### config.mk
export PLATFORM = sky130hd
export DESIGN_NAME = atm_task_mode_ctrl
export DESIGN_NICKNAME = d
export VERILOG_FILES = /design/src/pkg/atm_pkg.sv /design/src/rtl/atm_task_mode_ctrl.sv /design/src/rtl/atm_serial_port.sv
export SDC_FILE = /design/constraint.sdc
export NUM_CORES = 1
export LEC_CHECK = 0
export ABC_AREA = 1
export BUFFER_PORTS_ARGS = -buffer_cell sky130_fd_sc_hd__buf_2
export CORE_UTILIZATION = 62
export CTS_BUF_LIST = sky130_fd_sc_hd__clkbuf_16
export DETAILED_ROUTE_END_ITERATION = 10
export PLACE_DENSITY = 0.79
export SYNTH_ARGS = -nofsm -noshare
export SYNTH_HDL_FRONTEND = slang
export SYNTH_SLANG_ARGS = --single-unit
export TNS_END_PERCENT = 20
### constraint.sdc
create_clock -name ref_clk_i -period 2.39 [get_ports ref_clk_i]
set_clock_uncertainty 0.2 [all_clocks]
set_input_delay 0.478 -clock ref_clk_i [delete_from_list [all_inputs] [get_ports ref_clk_i]]
set_output_delay 0.478 -clock ref_clk_i [all_outputs]
set_load 0.02 [all_outputs]
### src/pkg/atm_pkg.sv
// shared constants for the task and mode controller
// assumes one 250 MHz reference clock and a serial register port
package atm_pkg;

	// --------------------------------------------------------------
	// register addresses
	// --------------------------------------------------------------
	localparam logic [7:0] ADDR_MODE    = 8'hC1;
	localparam logic [7:0] ADDR_STATUS  = 8'hC6;
	localparam logic [7:0] ADDR_SECOND_STATUS_WORD = 8'hC7;
	localparam logic [7:0] ADDR_CMD     = 8'hC8;
	localparam logic [7:0] ADDR_ADC     = 8'hC9;
	localparam logic [7:0] ADDR_MASK    = 8'hCE;
	localparam logic [7:0] ADDR_WD0     = 8'hA7;
	localparam logic [7:0] ADDR_WD1     = 8'hA8;
	localparam logic [7:0] ADDR_WD2     = 8'hB6;
	localparam logic [7:0] ADDR_WD3     = 8'hB7;

	// --------------------------------------------------------------
	// field positions
	// --------------------------------------------------------------
	localparam int ST_ACT_BIT       = 0;
	localparam int ST_CFG_DONE_BIT  = 1;
	localparam int ST_DATA_DONE_BIT = 2;
	localparam int ST_TX_DONE_BIT   = 3;
	localparam int ST_IRQ_BIT       = 15;
	localparam int ST2_SLEEP_BIT    = 13;
	localparam int MASK_IRQ_BIT     = 15;
	localparam int MODE_ADC_SEL_BIT = 0;
	localparam int MODE_RAMP_EN_BIT = 8;
	localparam int ADC_SEL_BIT      = 12;
	localparam int CMD_MODEM_LSB    = 0;
	localparam int CMD_DATA_LSB     = 4;
	localparam int DAC_WR_VALID_BIT = 15;
	localparam int DAC_WR_IDX_LSB   = 10;

	// --------------------------------------------------------------
	// reset values and timing
	// --------------------------------------------------------------
	localparam logic [15:0] RST_WORD  = 16'h0000;
	localparam logic [7:0]  RST_DELAY = 8'h00;
	localparam logic [7:0]  RST_RATE  = 8'h01;
	localparam int unsigned CLK_HZ      = 250_000_000;
	localparam int unsigned TICK_HZ     = 24_000;
	localparam int unsigned TICK_CYCLES = CLK_HZ / TICK_HZ;
	localparam logic [8:0]  SEQ_END_TICK = 9'h100;
	localparam logic [4:0]  SER_ADDR_LAST = 5'h07;
	localparam logic [4:0]  SER_WORD_LAST = 5'h17;

	// --------------------------------------------------------------
	// modes and task codes
	// --------------------------------------------------------------
	typedef enum logic [1:0] {
		MODE_WAIT_ACT = 2'b00,
		MODE_SLEEP    = 2'b01,
		MODE_CONFIG   = 2'b10,
		MODE_NORMAL   = 2'b11
	} atm_mode_e;

	// modem field codes in normal mode
	localparam logic [3:0] MT_TX_BURST      = 4'h1;
	localparam logic [3:0] MT_TX_DATA_BURST = 4'h2;
	localparam logic [3:0] MT_ENTER_CFG     = 4'h3;
	// same field carries configuration tasks outside normal mode
	localparam logic [3:0] CT_EXIT_CFG      = 4'h1;
	localparam logic [3:0] CT_ENTER_SLEEP   = 4'h2;
	localparam logic [3:0] CT_LEAVE_SLEEP   = 4'h3;
	localparam logic [3:0] CT_TX_SEQUENCE   = 4'h4;
	localparam logic [3:0] CT_MOD_LEVEL     = 4'h5;
	localparam logic [3:0] CT_RAMP_VALUES   = 4'h6;
	localparam logic [3:0] DT_DAC_WRITE     = 4'h1;

	typedef enum logic [1:0] {
		RAMP_IDLE = 2'b00,
		RAMP_UP   = 2'b01,
		RAMP_HOLD = 2'b10,
		RAMP_DOWN = 2'b11
	} atm_ramp_e;

	function automatic logic atm_is_read(input logic [7:0] a);
		atm_is_read = (a == ADDR_STATUS) || (a == ADDR_SECOND_STATUS_WORD) ||
			(a == ADDR_ADC);
	endfunction : atm_is_read

endpackage : atm_pkg

### src/rtl/atm_task_mode_ctrl.sv
// task and mode controller: modes, command decode, burst timing
// assumes the host drives the serial port and the slot pulse pin
// Function
// - activation moves device into deep sleep
// - leave-sleep task switches sleep to normal
// - sleep return goes via config mode
// - config mode keeps modulation off
// - tasks only valid in their mode
// - enter-config and exit-config switch modes
// - command register at C8 holds two fields
// - one write updates all fields
// - data task finishes before modem task
// - slot pulse echoed on output pin
// - delays counted in 24kHz ticks
// - burst events at configured tick delays
// - aux converter runs, tagged result at C9
// - dac task updates any converter combination
// - first converter may ramp during burst
// - interrupt when status and mask bit15
// - deep sleep stops all processing except the register port, task decode, interrupt and converter select outputs
// - modulation levels set in 0.2dB steps
// - deep sleep sets second_status_word bit13
module atm_task_mode_ctrl
	import atm_pkg::*;
#(
	parameter int unsigned TICK_CYC = TICK_CYCLES
) (
	input  wire logic             ref_clk_i,
	input  wire logic             rst_n_i,
	input  wire logic             ser_sel_n_i,
	input  wire logic             ser_clk_i,
	input  wire logic             ser_din_i,
	input  wire logic             activation_done_i,
	input  wire logic             slot_timing_pulse_i,
	input  wire logic [9:0]       aux_converter_in_i,
	input  wire logic             aux_adc_valid_i,
	output logic                  ser_dout_o,
	output logic                  ser_dout_oe_o,
	output logic                  slot_pulse_echo_o,
	output logic                  interrupt_out_n_o,
	output logic                  interrupt_out_n_oe_o,
	output logic                  mod_active_o,
	output logic [7:0]            mod_level_a_o,
	output logic [7:0]            mod_level_b_o,
	output logic                  tx_enable_o,
	output logic                  carrier_sense_slot_check_o,
	output logic                  aux_adc_sel_o,
	output logic [3:0][9:0]       aux_dac_o,
	output logic                  deep_sleep_o
);
	// --------------------------------------------------------------
	// register port
	// --------------------------------------------------------------
	logic        wr_stb;
	logic        rd_stb;
	logic [7:0]  addr;
	logic [15:0] wr_data;
	logic [15:0] rd_data_w;

	atm_serial_port u_port (
		.ref_clk_i     (ref_clk_i),
		.rst_n_i       (rst_n_i),
		.ser_sel_n_i   (ser_sel_n_i),
		.ser_clk_i     (ser_clk_i),
		.ser_din_i     (ser_din_i),
		.rd_data_i     (rd_data_w),
		.ser_dout_o    (ser_dout_o),
		.ser_dout_oe_o (ser_dout_oe_o),
		.wr_stb_o      (wr_stb),
		.rd_stb_o      (rd_stb),
		.addr_o        (addr),
		.wr_data_o     (wr_data)
	);

	atm_mode_e        mode_reg;
	atm_mode_e        mode_next;
	logic [15:0]      host_mode_reg;
	logic [15:0]      mask_reg;
	logic [15:0]      status_reg;
	logic [15:0]      adc_result_reg;
	logic [3:0][15:0] wd_reg;
	logic [3:0]       data_code_reg;
	logic [3:0]       modem_code_reg;
	logic             data_pend_reg;
	logic             modem_pend_reg;
	logic             sleep_flag_reg;
	logic [2:0]       slot_s_reg;

	wire wr_mode = wr_stb && addr == ADDR_MODE;
	wire wr_mask = wr_stb && addr == ADDR_MASK;
	wire wr_cmd  = wr_stb && addr == ADDR_CMD;
	wire rd_stat = rd_stb && addr == ADDR_STATUS;
	wire [3:0] wr_wd = {4{wr_stb}} & {addr == ADDR_WD3,
		addr == ADDR_WD2, addr == ADDR_WD1, addr == ADDR_WD0};

	wire [15:0] second_status_word_w = {2'b00, sleep_flag_reg, 11'h000, mode_reg};
	assign rd_data_w = (addr == ADDR_STATUS)  ? status_reg :
	                   (addr == ADDR_SECOND_STATUS_WORD) ? second_status_word_w :
	                   (addr == ADDR_ADC)     ? adc_result_reg : 16'h0000;

	always_ff @(posedge ref_clk_i or negedge rst_n_i) begin
		if (!rst_n_i) begin
			host_mode_reg <= RST_WORD;
			mask_reg      <= RST_WORD;
			wd_reg        <= '0;
		end else begin
			if (wr_mode)
				host_mode_reg <= wr_data;
			if (wr_mask)
				mask_reg <= wr_data;
			for (int i = 0; i < 4; i++)
				if (wr_wd[i])
					wd_reg[i] <= wr_data;
		end
	end

	// --------------------------------------------------------------
	// command decode and mode machine
	// --------------------------------------------------------------
	wire awake     = mode_reg == MODE_NORMAL || mode_reg == MODE_CONFIG;
	wire data_go   = data_pend_reg;
	wire modem_go  = modem_pend_reg && !data_pend_reg;
	wire in_norm   = mode_reg == MODE_NORMAL;
	wire in_cfg    = mode_reg == MODE_CONFIG;
	wire cfg_go    = modem_go && in_cfg;
	wire cfg_seq   = cfg_go && modem_code_reg == CT_TX_SEQUENCE;
	wire cfg_lvl   = cfg_go && modem_code_reg == CT_MOD_LEVEL;
	wire cfg_ramp  = cfg_go && modem_code_reg == CT_RAMP_VALUES;
	wire burst_go  = modem_go && in_norm &&
		(modem_code_reg == MT_TX_BURST ||
		 modem_code_reg == MT_TX_DATA_BURST);
	wire dac_go    = data_go && awake && data_code_reg == DT_DAC_WRITE;
	// only valid config tasks report done
	wire cfg_done  = cfg_seq || cfg_lvl || cfg_ramp ||
		(cfg_go && (modem_code_reg == CT_EXIT_CFG ||
		 modem_code_reg == CT_ENTER_SLEEP));

	always_comb begin
		mode_next = mode_reg;
		case (mode_reg)
			MODE_WAIT_ACT: begin
				if (activation_done_i)
					mode_next = MODE_SLEEP;
			end
			MODE_SLEEP: begin
				if (modem_go && modem_code_reg == CT_LEAVE_SLEEP)
					mode_next = MODE_NORMAL;
			end
			MODE_CONFIG: begin
				// exit config / sleep only from config
				if (modem_go && modem_code_reg == CT_EXIT_CFG)
					mode_next = MODE_NORMAL;
				else if (modem_go && modem_code_reg == CT_ENTER_SLEEP)
					mode_next = MODE_SLEEP;
			end
			MODE_NORMAL: begin
				if (modem_go && modem_code_reg == MT_ENTER_CFG)
					mode_next = MODE_CONFIG;
			end
			default: mode_next = MODE_WAIT_ACT;
		endcase
	end

	always_ff @(posedge ref_clk_i or negedge rst_n_i) begin
		if (!rst_n_i) begin
			mode_reg       <= MODE_WAIT_ACT;
			data_code_reg  <= 4'h0;
			modem_code_reg <= 4'h0;
			data_pend_reg  <= 1'b0;
			modem_pend_reg <= 1'b0;
			sleep_flag_reg <= 1'b0;
		end else begin
			mode_reg <= mode_next;
			sleep_flag_reg <= mode_next == MODE_SLEEP;
			if (data_go)
				data_pend_reg <= 1'b0;
			if (modem_go)
				modem_pend_reg <= 1'b0;
			// both fields taken from one write
			if (wr_cmd && mode_reg != MODE_WAIT_ACT) begin
				data_code_reg  <= wr_data[CMD_DATA_LSB +: 4];
				modem_code_reg <= wr_data[CMD_MODEM_LSB +: 4];
				data_pend_reg  <= wr_data[CMD_DATA_LSB +: 4] != 4'h0;
				modem_pend_reg <= wr_data[CMD_MODEM_LSB +: 4] != 4'h0;
			end
		end
	end

	// --------------------------------------------------------------
	// status, interrupt, aux converter input
	// --------------------------------------------------------------
	wire tx_done_w;
	wire [15:0] ev_set = 16'h0000 |
		(16'(cfg_done) << ST_CFG_DONE_BIT) |
		(16'(data_go && awake) << ST_DATA_DONE_BIT) |
		(16'(tx_done_w) << ST_TX_DONE_BIT);

	always_ff @(posedge ref_clk_i or negedge rst_n_i) begin
		if (!rst_n_i) begin
			status_reg           <= RST_WORD;
			interrupt_out_n_oe_o <= 1'b0;
			adc_result_reg       <= RST_WORD;
			aux_adc_sel_o        <= 1'b0;
			slot_pulse_echo_o    <= 1'b0;
			deep_sleep_o         <= 1'b0;
		end else begin
			// read clears bits 15:1, not the activation bit; a new event wins
			if (rd_stat)
				status_reg[ST_IRQ_BIT:ST_CFG_DONE_BIT] <= ev_set[15:1];
			else
				status_reg <= status_reg | ev_set;
			if (ev_set != 16'h0000)
				status_reg[ST_IRQ_BIT] <= 1'b1;
			if (mode_reg == MODE_WAIT_ACT && activation_done_i)
				status_reg[ST_ACT_BIT] <= 1'b1;
			interrupt_out_n_oe_o <= status_reg[ST_IRQ_BIT] &
				mask_reg[MASK_IRQ_BIT];
			aux_adc_sel_o <= host_mode_reg[MODE_ADC_SEL_BIT];
			if (aux_adc_valid_i && awake)
				adc_result_reg <= 16'(aux_converter_in_i) |
					(16'(aux_adc_sel_o) << ADC_SEL_BIT);
			deep_sleep_o <= mode_reg == MODE_SLEEP;
			// echo of the synchronised slot pulse
			slot_pulse_echo_o <= slot_s_reg[1] & awake;
		end
	end
	// open collector: only ever pulls low
	assign interrupt_out_n_o = 1'b0;

	// --------------------------------------------------------------
	// slot timebase
	// --------------------------------------------------------------
	logic [13:0] pre_reg;
	logic [8:0]  tick_reg;
	logic        tick_stb_reg;
	wire slot_edge = slot_s_reg[1] & ~slot_s_reg[2] & awake;
	wire pre_wrap  = pre_reg == 14'(TICK_CYC - 1);

	// ticks restart at the slot edge; halted asleep
	always_ff @(posedge ref_clk_i or negedge rst_n_i) begin
		if (!rst_n_i) begin
			slot_s_reg   <= 3'h0;
			pre_reg      <= 14'h0000;
			tick_reg     <= 9'h000;
			tick_stb_reg <= 1'b0;
		end else begin
			slot_s_reg   <= {slot_s_reg[1:0], slot_timing_pulse_i};
			tick_stb_reg <= slot_edge | (awake & pre_wrap);
			if (slot_edge || !awake || pre_wrap)
				pre_reg <= 14'h0000;
			else
				pre_reg <= pre_reg + 14'h0001;
			if (slot_edge || !awake)
				tick_reg <= 9'h000;
			else if (pre_wrap && tick_reg != SEQ_END_TICK)
				tick_reg <= tick_reg + 9'h001;
		end
	end

	// --------------------------------------------------------------
	// burst sequencer
	// --------------------------------------------------------------
	logic [7:0][7:0] dly_reg;
	logic [3:0][9:0] ramp_val_reg;
	logic [3:0][9:0] dac_reg;
	logic            arm_reg;
	logic            seq_reg;
	atm_ramp_e       ramp_reg;
	logic [1:0]      ramp_idx_reg;
	logic [7:0]      ramp_div_reg;
	logic [6:0]      hit;

	function automatic logic at_tick(input logic [8:0] t,
		input logic [7:0] d, input logic s, input logic en);
		at_tick = en && s && t == {1'b0, d};
	endfunction : at_tick

	genvar g;
	generate
		for (g = 0; g < 7; g++) begin : g_hit
			assign hit[g] = at_tick(tick_reg, dly_reg[g], seq_reg,
				tick_stb_reg);
		end
	endgenerate

	assign tx_done_w = seq_reg && tick_reg == SEQ_END_TICK;
	wire ramp_on = host_mode_reg[MODE_RAMP_EN_BIT] && ramp_reg != RAMP_IDLE;
	wire ramp_step = tick_stb_reg && ramp_div_reg == dly_reg[7];

	always_ff @(posedge ref_clk_i or negedge rst_n_i) begin
		if (!rst_n_i) begin
			dly_reg       <= {RST_RATE, {7{RST_DELAY}}};
			ramp_val_reg  <= '0;
			mod_level_a_o <= 8'h00;
			mod_level_b_o <= 8'h00;
			arm_reg       <= 1'b0;
			seq_reg       <= 1'b0;
		end else begin
			for (int i = 0; i < 4; i++) begin
				if (cfg_seq)
					dly_reg[2*i +: 2] <= wd_reg[i];
				if (cfg_ramp)
					ramp_val_reg[i] <= wd_reg[i][9:0];
			end
			if (cfg_lvl) begin
				mod_level_a_o <= wd_reg[0][7:0];
				mod_level_b_o <= wd_reg[1][7:0];
			end
			if (burst_go)
				arm_reg <= 1'b1;
			if (!in_norm) begin
				arm_reg <= 1'b0;
				seq_reg <= 1'b0;
			end else if (slot_edge && arm_reg) begin
				arm_reg <= 1'b0;
				seq_reg <= 1'b1;
			end else if (tx_done_w) begin
				seq_reg <= 1'b0;
			end
		end
	end

	always_ff @(posedge ref_clk_i or negedge rst_n_i) begin
		if (!rst_n_i) begin
			mod_active_o               <= 1'b0;
			tx_enable_o                <= 1'b0;
			carrier_sense_slot_check_o <= 1'b0;
		end else begin
			// modulation only while a burst runs in normal
			mod_active_o <= in_norm && seq_reg && !hit[1] &&
				(mod_active_o || hit[0]);
			tx_enable_o <= in_norm && seq_reg && !hit[5] &&
				(tx_enable_o || hit[4]);
			carrier_sense_slot_check_o <= hit[6];
		end
	end

	// ramp walks the value series at the set rate
	always_ff @(posedge ref_clk_i or negedge rst_n_i) begin
		if (!rst_n_i) begin
			ramp_reg     <= RAMP_IDLE;
			ramp_idx_reg <= 2'h0;
			ramp_div_reg <= 8'h00;
		end else begin
			if (tick_stb_reg)
				ramp_div_reg <= ramp_step ? 8'h00 : ramp_div_reg + 8'h01;
			case (ramp_reg)
				RAMP_IDLE: begin
					ramp_idx_reg <= 2'h0;
					if (hit[2])
						ramp_reg <= RAMP_UP;
				end
				RAMP_UP: begin
					if (hit[3])
						ramp_reg <= RAMP_DOWN;
					else if (ramp_step && ramp_idx_reg == 2'h3)
						ramp_reg <= RAMP_HOLD;
					else if (ramp_step)
						ramp_idx_reg <= ramp_idx_reg + 2'h1;
				end
				RAMP_HOLD: begin
					if (hit[3])
						ramp_reg <= RAMP_DOWN;
				end
				RAMP_DOWN: begin
					if (ramp_step && ramp_idx_reg == 2'h0)
						ramp_reg <= RAMP_IDLE;
					else if (ramp_step)
						ramp_idx_reg <= ramp_idx_reg - 2'h1;
				end
				default: ramp_reg <= RAMP_IDLE;
			endcase
			if (!seq_reg && !hit[2])
				ramp_reg <= RAMP_IDLE;
		end
	end

	// --------------------------------------------------------------
	// aux output converters
	// --------------------------------------------------------------
	always_ff @(posedge ref_clk_i or negedge rst_n_i) begin
		if (!rst_n_i) begin
			dac_reg <= '0;
		end else if (dac_go) begin
			// each flagged word updates its converter
			for (int i = 0; i < 4; i++)
				if (wd_reg[i][DAC_WR_VALID_BIT])
					dac_reg[wd_reg[i][DAC_WR_IDX_LSB +: 2]] <=
						wd_reg[i][9:0];
		end
	end

	generate
		for (g = 0; g < 4; g++) begin : g_dac
			always_ff @(posedge ref_clk_i or negedge rst_n_i) begin
				if (!rst_n_i)
					aux_dac_o[g] <= 10'h000;
				else if (g == 0 && ramp_on)
					aux_dac_o[g] <= ramp_val_reg[ramp_idx_reg];
				else
					aux_dac_o[g] <= dac_reg[g];
			end
		end
	endgenerate
endmodule : atm_task_mode_ctrl

### src/rtl/atm_serial_port.sv
// serial register port: address byte then one 16-bit word, msb first
// assumes the port pins are asynchronous to ref_clk_i and slow
module atm_serial_port
	import atm_pkg::*;
(
	input  wire logic        ref_clk_i,
	input  wire logic        rst_n_i,
	input  wire logic        ser_sel_n_i,
	input  wire logic        ser_clk_i,
	input  wire logic        ser_din_i,
	input  wire logic [15:0] rd_data_i,
	output logic             ser_dout_o,
	output logic             ser_dout_oe_o,
	output logic             wr_stb_o,
	output logic             rd_stb_o,
	output logic [7:0]       addr_o,
	output logic [15:0]      wr_data_o
);
	logic [1:0]  sel_s_reg;
	logic [2:0]  clk_s_reg;
	logic [1:0]  din_s_reg;
	logic [4:0]  cnt_reg;
	logic [15:0] in_sh_reg;
	logic [15:0] out_sh_reg;
	logic        rd_reg;
	logic        load_reg;

	wire rise_w = clk_s_reg[1] & ~clk_s_reg[2];
	wire fall_w = ~clk_s_reg[1] & clk_s_reg[2];
	wire [15:0] shifted_w = {in_sh_reg[14:0], din_s_reg[1]};

	assign ser_dout_o = out_sh_reg[15];

	always_ff @(posedge ref_clk_i or negedge rst_n_i) begin
		if (!rst_n_i) begin
			sel_s_reg <= 2'h3;
			clk_s_reg <= 3'h0;
			din_s_reg <= 2'h0;
		end else begin
			sel_s_reg <= {sel_s_reg[0], ser_sel_n_i};
			clk_s_reg <= {clk_s_reg[1:0], ser_clk_i};
			din_s_reg <= {din_s_reg[0], ser_din_i};
		end
	end

	always_ff @(posedge ref_clk_i or negedge rst_n_i) begin
		if (!rst_n_i) begin
			cnt_reg       <= 5'h00;
			in_sh_reg     <= 16'h0000;
			out_sh_reg    <= 16'h0000;
			rd_reg        <= 1'b0;
			load_reg      <= 1'b0;
			ser_dout_oe_o <= 1'b0;
			wr_stb_o      <= 1'b0;
			rd_stb_o      <= 1'b0;
			addr_o        <= 8'h00;
			wr_data_o     <= 16'h0000;
		end else begin
			wr_stb_o <= 1'b0;
			rd_stb_o <= 1'b0;
			load_reg <= 1'b0;
			if (load_reg)
				out_sh_reg <= rd_data_i;
			if (sel_s_reg[1]) begin
				cnt_reg       <= 5'h00;
				rd_reg        <= 1'b0;
				ser_dout_oe_o <= 1'b0;
			end else if (rise_w && cnt_reg <= SER_WORD_LAST) begin
				in_sh_reg <= shifted_w;
				cnt_reg   <= cnt_reg + 5'h01;
				if (cnt_reg == SER_ADDR_LAST) begin
					addr_o <= shifted_w[7:0];
					if (atm_is_read(shifted_w[7:0])) begin
						rd_reg        <= 1'b1;
						load_reg      <= 1'b1;
						ser_dout_oe_o <= 1'b1;
					end
				end
				// whole word lands in one strobe, never a half
				if (cnt_reg == SER_WORD_LAST) begin
					wr_stb_o  <= ~rd_reg;
					rd_stb_o  <= rd_reg;
					wr_data_o <= shifted_w;
				end
			end else if (fall_w && rd_reg && cnt_reg > 5'h08) begin
				// next bit must be stable while the clock is high
				out_sh_reg <= {out_sh_reg[14:0], 1'b0};
			end
		end
	end

endmodule : atm_serial_port

==> results of run 1 <==
[worst max-delay path: cells and delay by family (launching register included)]
family	cells	cell delay, ns
buf+inv	1	0.17
flops	1	0.63
fa+ha+maj	1	0.21
compound gates	1	0.11
simple gates	6	0.77
[layout by cell type (no fill, tap or decap), drive strengths merged, types with 4 or more instances in the layout]
cell,count
o21ai,373
nand3,60
o22ai,8
o21bai,4
ha,10
clkbuf,44
buf,136
a31oi,12
nor4,8
nand4,16
dfrtp,412
o221ai,10
a211oi,4
inv,202
clkinv,23
dlygate4sd3,16
o211ai,31
nor2,216
mux2,19
nand2,479
nor3,30
a21oi,108
xor2,28
xnor2,8
nor3b,6
[routing by layer]
layer | global-route usage [%] | share of wire [%]
met4 | 15.40 | 4.4
met2 | 54.48 | 47
met3 | 7.359 | 9.7
met5 | 0 | 0
met1 | 43.49 | 39
[layout make-up]
cell class              count  area [µm²]
well taps                 390       488.0
repair buffers            152        1061
clock buffers              44        1101
clock inverters            32       216.5
diodes                      3       7.507
inverters                 196       738.2
fillers                  2235        8566
multi-input cells        1446        7072
flip-flops and latches    415       10390
[final timing paths]
check / startpoint / slack (ns) / end
worst max register to register: tick_reg[1] / 0.21 / tick_reg[8]
worst max-delay path: tick_reg[1] / 0.21 / tick_reg[8]
max in group asynchronous: rst_n_i / 1.01 / u_port.sel_s_reg[1]
worst min register to register: u_port.din_s_reg[0] / 0.15 / u_port.din_s_reg[1]
worst min-delay path: u_port.din_s_reg[0] / 0.15 / u_port.din_s_reg[1]
min in group asynchronous: rst_n_i / 0.24 / ramp_div_reg[2]
[metrics by stage]
stage,setup WS [ns],cell area (µm²),total power [W]
after floorplan,0.5903,18670,0.007280
after global placement,0.3816,19590,0.007483
after detailed placement,0.3246,19590,0.007491
after CTS,0.2791,21070,0.01375
after global routing,0.07765,21070,0.01407
final,0.2122,21070,0.01369
[report_power, final]
part | switching (W) | leakage [nW] | internal, W
Combinational | 0.000203 | 3.68 | 0.0000709
Clock | 0.00275 | 0.683 | 0.00356
Sequential | 0.0000315 | 5.74 | 0.00707
[cells by family (layout without fill, tap and decap cells)]
logic type	Yosys count	in the layout	synth area share, %
muxes	19	19	1.146
other	1	4	0.02008
DFF	415	415	55.64
buffers and inverters	303	424	6.546
and+or+nand+nor	817	817	18.10
AOI/OAI and AO/OA	563	563	16.20
adders and majority gates	10	10	0.6701
xor gates and xnor gates	36	36	1.689
[cells in the mapped netlist, types with 5 or more instances]
master,count
nand2_1,476
dfrtp_1,412
o21ai_0,349
nor2_1,208
inv_1,180
a21oi_1,108
clkbuf_1,58
nand3_1,58
buf_2,39
o211ai_1,31
xor2_1,28
nor3_1,24
o21ai_1,24
mux2_2,19
nand4_1,15
a31oi_1,12
inv_2,11
ha_1,10
o221ai_1,10
o22ai_1,8
xnor2_1,8
nor2_2,7
nor4_1,7
buf_4,6
nor3b_1,5
==> flow_summary.ini, run 1 <==
[run_status]
status = complete, no violations

[logic_synthesis]
async_flop_share_pct = 100.0
synth_ff_type = dfrtp_1
netlist_area_um2 = 18670
syn_avg_cell_area_um2 = 8.629
syn-num-nets = 2192
synth_top_area_share_pct = 55.21
yosys-top-cells-area = dfrtp_1 55%, nand2_1 9.6%, o21ai_0 9.4%, nor2_1 4.2%, inv_1 3.6%
yosysWarnings = 0
synth_edf_count = 0
synth-seq-area-share_pct = 55.64
ys_ff_latch = 415
synth_top_area_cell = dfrtp_1
synth_cell_types = 49
netlist_instances = 2164

[grt]
grt_pass1_vias = 15200
grtUsageTotal_pct = 33.62
antenna_found_initial = 1
grt_pass1_wl_mm = 80.46
overflow = 0
grt_max_degree = 81

[cells_and_area]
final_layout_size_suffix_gt1_share_pct = 11.20
num-nets-final = 2282
post-route-util_pct = 71.10
final_cells = 2678
area_delta_synth_final_pct = 12.85

[sta]
maxSlewViolCount = 0
hold_violations = 0
fin_crit_ns = 2.178
worst_pin_slew_ns = 0.7268
setup_viol = 0
grt_setup_unrepaired = no
fin_hold_ws_ns = 0.1492
slew_headroom_pct = 51.55
post-route-period-util_pct = 91.12
fmax_ghz = 0.4592
setup-tns-final_ns = 0

[clock_tree]
post_cts_buffers = 0
clock-sinks = 415
cts_tree = built
cts_buffers = 43
cts-htree-levels = 2
cts-root-buf = clkbuf_16
clk_pin_slew_ns = 0.06
insertion_delay_ns = 0.55
ctsLongestPathBuffers = 3
ctsHoldBuffers = 16
cts-resized-gates = 0

[setup_path]
path_common_cell = nand4_1
start_kind = flip-flop
reg2regPathDepth = 9
max_stage_delay_ns = 0.63
end_kind = flip-flop
crit_slowest_cell = dfrtp_1
crit_fanout = 18
path_cells = inv_1 -> ha_1 -> nand3_1 -> nor2_1 -> nand2_1 -> nand4_1 -> nand2_2 -> nand4_1 -> o21ai_1
arrival_ns = 2.44
worstPathRequired_ns = 2.65
path_class = reg -> reg

[power]
p_per_area_nw_per_um2 = 649.5
power.leakage_nw = 10.10
irDropWorstVdd_v = 0.0006517

[drt]
vias = 15770
drt_wl_total_mm = 50.50
drt-initial-drc-count = 1758
wl_per_cell_um = 18.86
ant_nets = 0
vias_per_cell = 5.889
drc = 0
dr.pass1.iters = 6

[hold_path]
hp-class = reg -> reg
hold_depth = 0

[die]
pin_count = 84
die-area_um2 = 30820
initial_core_util_pct = 63.00
fp.dieH_um = 175.5
row_count = 63
die_x_um = 175.5
core_um2 = 29640

[place]
dp.cells = 2583
port_buffers = 82
gp_congestion = 0.9321
dpl.hpwl_mm = 33.64

[job]
drv_cap = 0
Note: power is estimated with default switching activity, not from simulation.
==> run 2: changes to the inputs <==
- CORE_UTILIZATION: 62 -> 60
- PLACE_DENSITY: 0.79 -> 0.77
==> run 2 against run 1 <==
Effect of this change: die area increased by 3.3%; critical path depth decreased by 2; sequential cell count unchanged; first-iteration DRC count decreased by 11%; routed wire length about the same; final cell count increased by 0.45%; combinational power increased by 3%; maximum frequency increased by 0.81%; worst hold slack got worse by 0.0024 ns; count of clock-buffer cells in the layout unchanged; register-to-register slack improved by 0.02 ns; highest routed layer unchanged.
==> flow_summary.ini, run 2 (synthesis results as in run 1) <==
[run_status]
status = complete, no violations

[place]
pre_cts_slack_ns = 0.3268
gp_congestion = 0.9551
place_area_um2 = 19690
dpl.hpwl_mm = 34.42
port_buffers = 82

[cells_and_area]
num-nets-final = 2289
post-route-util_pct = 69.33
num_antenna_cells = 0
final_common_cell = nand2_1
final_layout_size_suffix_gt1_share_pct = 11.77
stdcell_area_um2 = 21210
area_delta_synth_final_pct = 13.58
layout_common_cells = 474 x nand2_1, 412 x dfrtp_1, 349 x o21ai_0, 208 x nor2_1, 185 x inv_1
n_fill_cell = 2415

[setup_path]
r2r-start = modem_code_reg[3]
path_delay_family = simple AND/OR/NAND/NOR gates
max_stage_delay_ns = 0.40
worst-path-buf-inv = 2
start_kind = flip-flop
path_common_cell = nand2_1
worstPathRequired_ns = 2.59
path_class = reg -> reg
crit_slowest_cell = dfrtp_1
path_cells = inv_1 -> nand2_1 -> nor3_1 -> nand2_4 -> buf_4 -> nand2_1 -> o21ai_0
crit_fanout = 54
end_kind = flip-flop
arrival_ns = 2.36
crit_start = modem_code_reg[3]

[hold_path]
hp-class = reg -> reg
hp-start = slot_s_reg[0]

[power]
irDropWorstVdd_v = 0.0005642
power.leakage_nw = 10.16
clkPwrFrac_pct = 46.8
p_sw_share_pct = 21.93
p_per_area_nw_per_um2 = 654.4
p_int_w = 0.01084
p_comb_share_pct = 2.0
total_power_w = 0.01388
p_sw_w = 0.003044
seqPwrFrac_pct = 51.2

[sta]
setup-tns-final_ns = 0
fin_crit_ns = 2.160
fin_ws_ns = 0.2298
worst_pin_slew_ns = 0.6664
post-route-period-util_pct = 90.39
fmax_ghz = 0.4629
grt_setup_unrepaired = no
hold_violations = 0
setup_viol = 0
maxSlewViolCount = 0
slew_headroom_pct = 55.45

[clock_tree]
post_cts_buffers = 0
insertion_delay_ns = 0.56
cts_buffers = 43
cts-htree-levels = 2
ctsHoldBuffers = 16
ctsLongestPathBuffers = 3
clock-sinks = 415
cts-resized-gates = 0
cts_tree = built
cts-root-buf = clkbuf_16
clk_pin_slew_ns = 0.06

[drt]
drt_wl_total_mm = 50.46
ant_nets = 0
drc = 0
vias = 15590
wl_per_cell_um = 18.76
drt-initial-drc-count = 1558
vias_per_cell = 5.794
dr.pass1.iters = 6

[die]
fp.dieH_um = 178.4
die_x_um = 178.4
die-area_um2 = 31830
initial_core_util_pct = 61.04
core_um2 = 30590
row_count = 64
pin_count = 84

[grt]
grt_max_degree = 82
grt_pass1_vias = 14980
grt_pass1_wl_mm = 79.98
grtUsageTotal_pct = 32.82
overflow = 0
antenna_found_initial = 0

[job]
drv_cap = 0
==> run 2: worst paths after layout <==
check | endpoint | slack [ns] | depth (start not counted)
min | slot_s_reg[1] | 0.15 | 0
min in group asynchronous | mod_level_a_o[5] | 0.27 | 2
max | dly_reg[19] | 0.23 | 7
max reg2reg | dly_reg[19] | 0.23 | 7
min reg2reg | slot_s_reg[1] | 0.15 | 0
max in group asynchronous | u_port.sel_s_reg[0] | 1.00 | 3
==> run 2: power by group through the flow <==
stage / Clock, W / Combinational (W) / Sequential [W]
after floorplan: 0 / 0.0000561 / 0.00722
after global placement: 0 / 0.000263 / 0.00723
after detailed placement: 0 / 0.000270 / 0.00723
after global routing: 0.00685 / 0.000330 / 0.00711
after CTS: 0.00656 / 0.000292 / 0.00710
final: 0.00649 / 0.000283 / 0.00710
==> run 2: layout make-up <==
cell class	count	area (µm²)	area share, %
tap	396	495.5	2.336
sequential	415	10390	48.98
timing repair buffer	159	1151	5.427
clock inverter	34	262.8	1.239
inverter	196	738.2	3.481
clock buffer	44	1101	5.191
multi-input combinational	1446	7072	33.34
==> run 2: routing by layer <==
| metal | global-route usage (%) | part of all wire [%] |
|---|---|---|
| met1 | 42.84 | 41 |
| met2 | 54.23 | 48 |
| met3 | 6.373 | 8.2 |
| met4 | 12.54 | 3.7 |
| met5 | 0 | 0 |
==> run 2: metrics by stage <==
step / hold WS, ns / std cells
6_report: 0.1468 / 2690
5_1_grt: 0.1530 / 2690
4_1_cts: 0.1484 / 2690
3_5_place_dp: 0.1347 / 2596
3_3_place_gp: 0.1341 / 2596
2_1_floorplan: -0.01759 / 2164
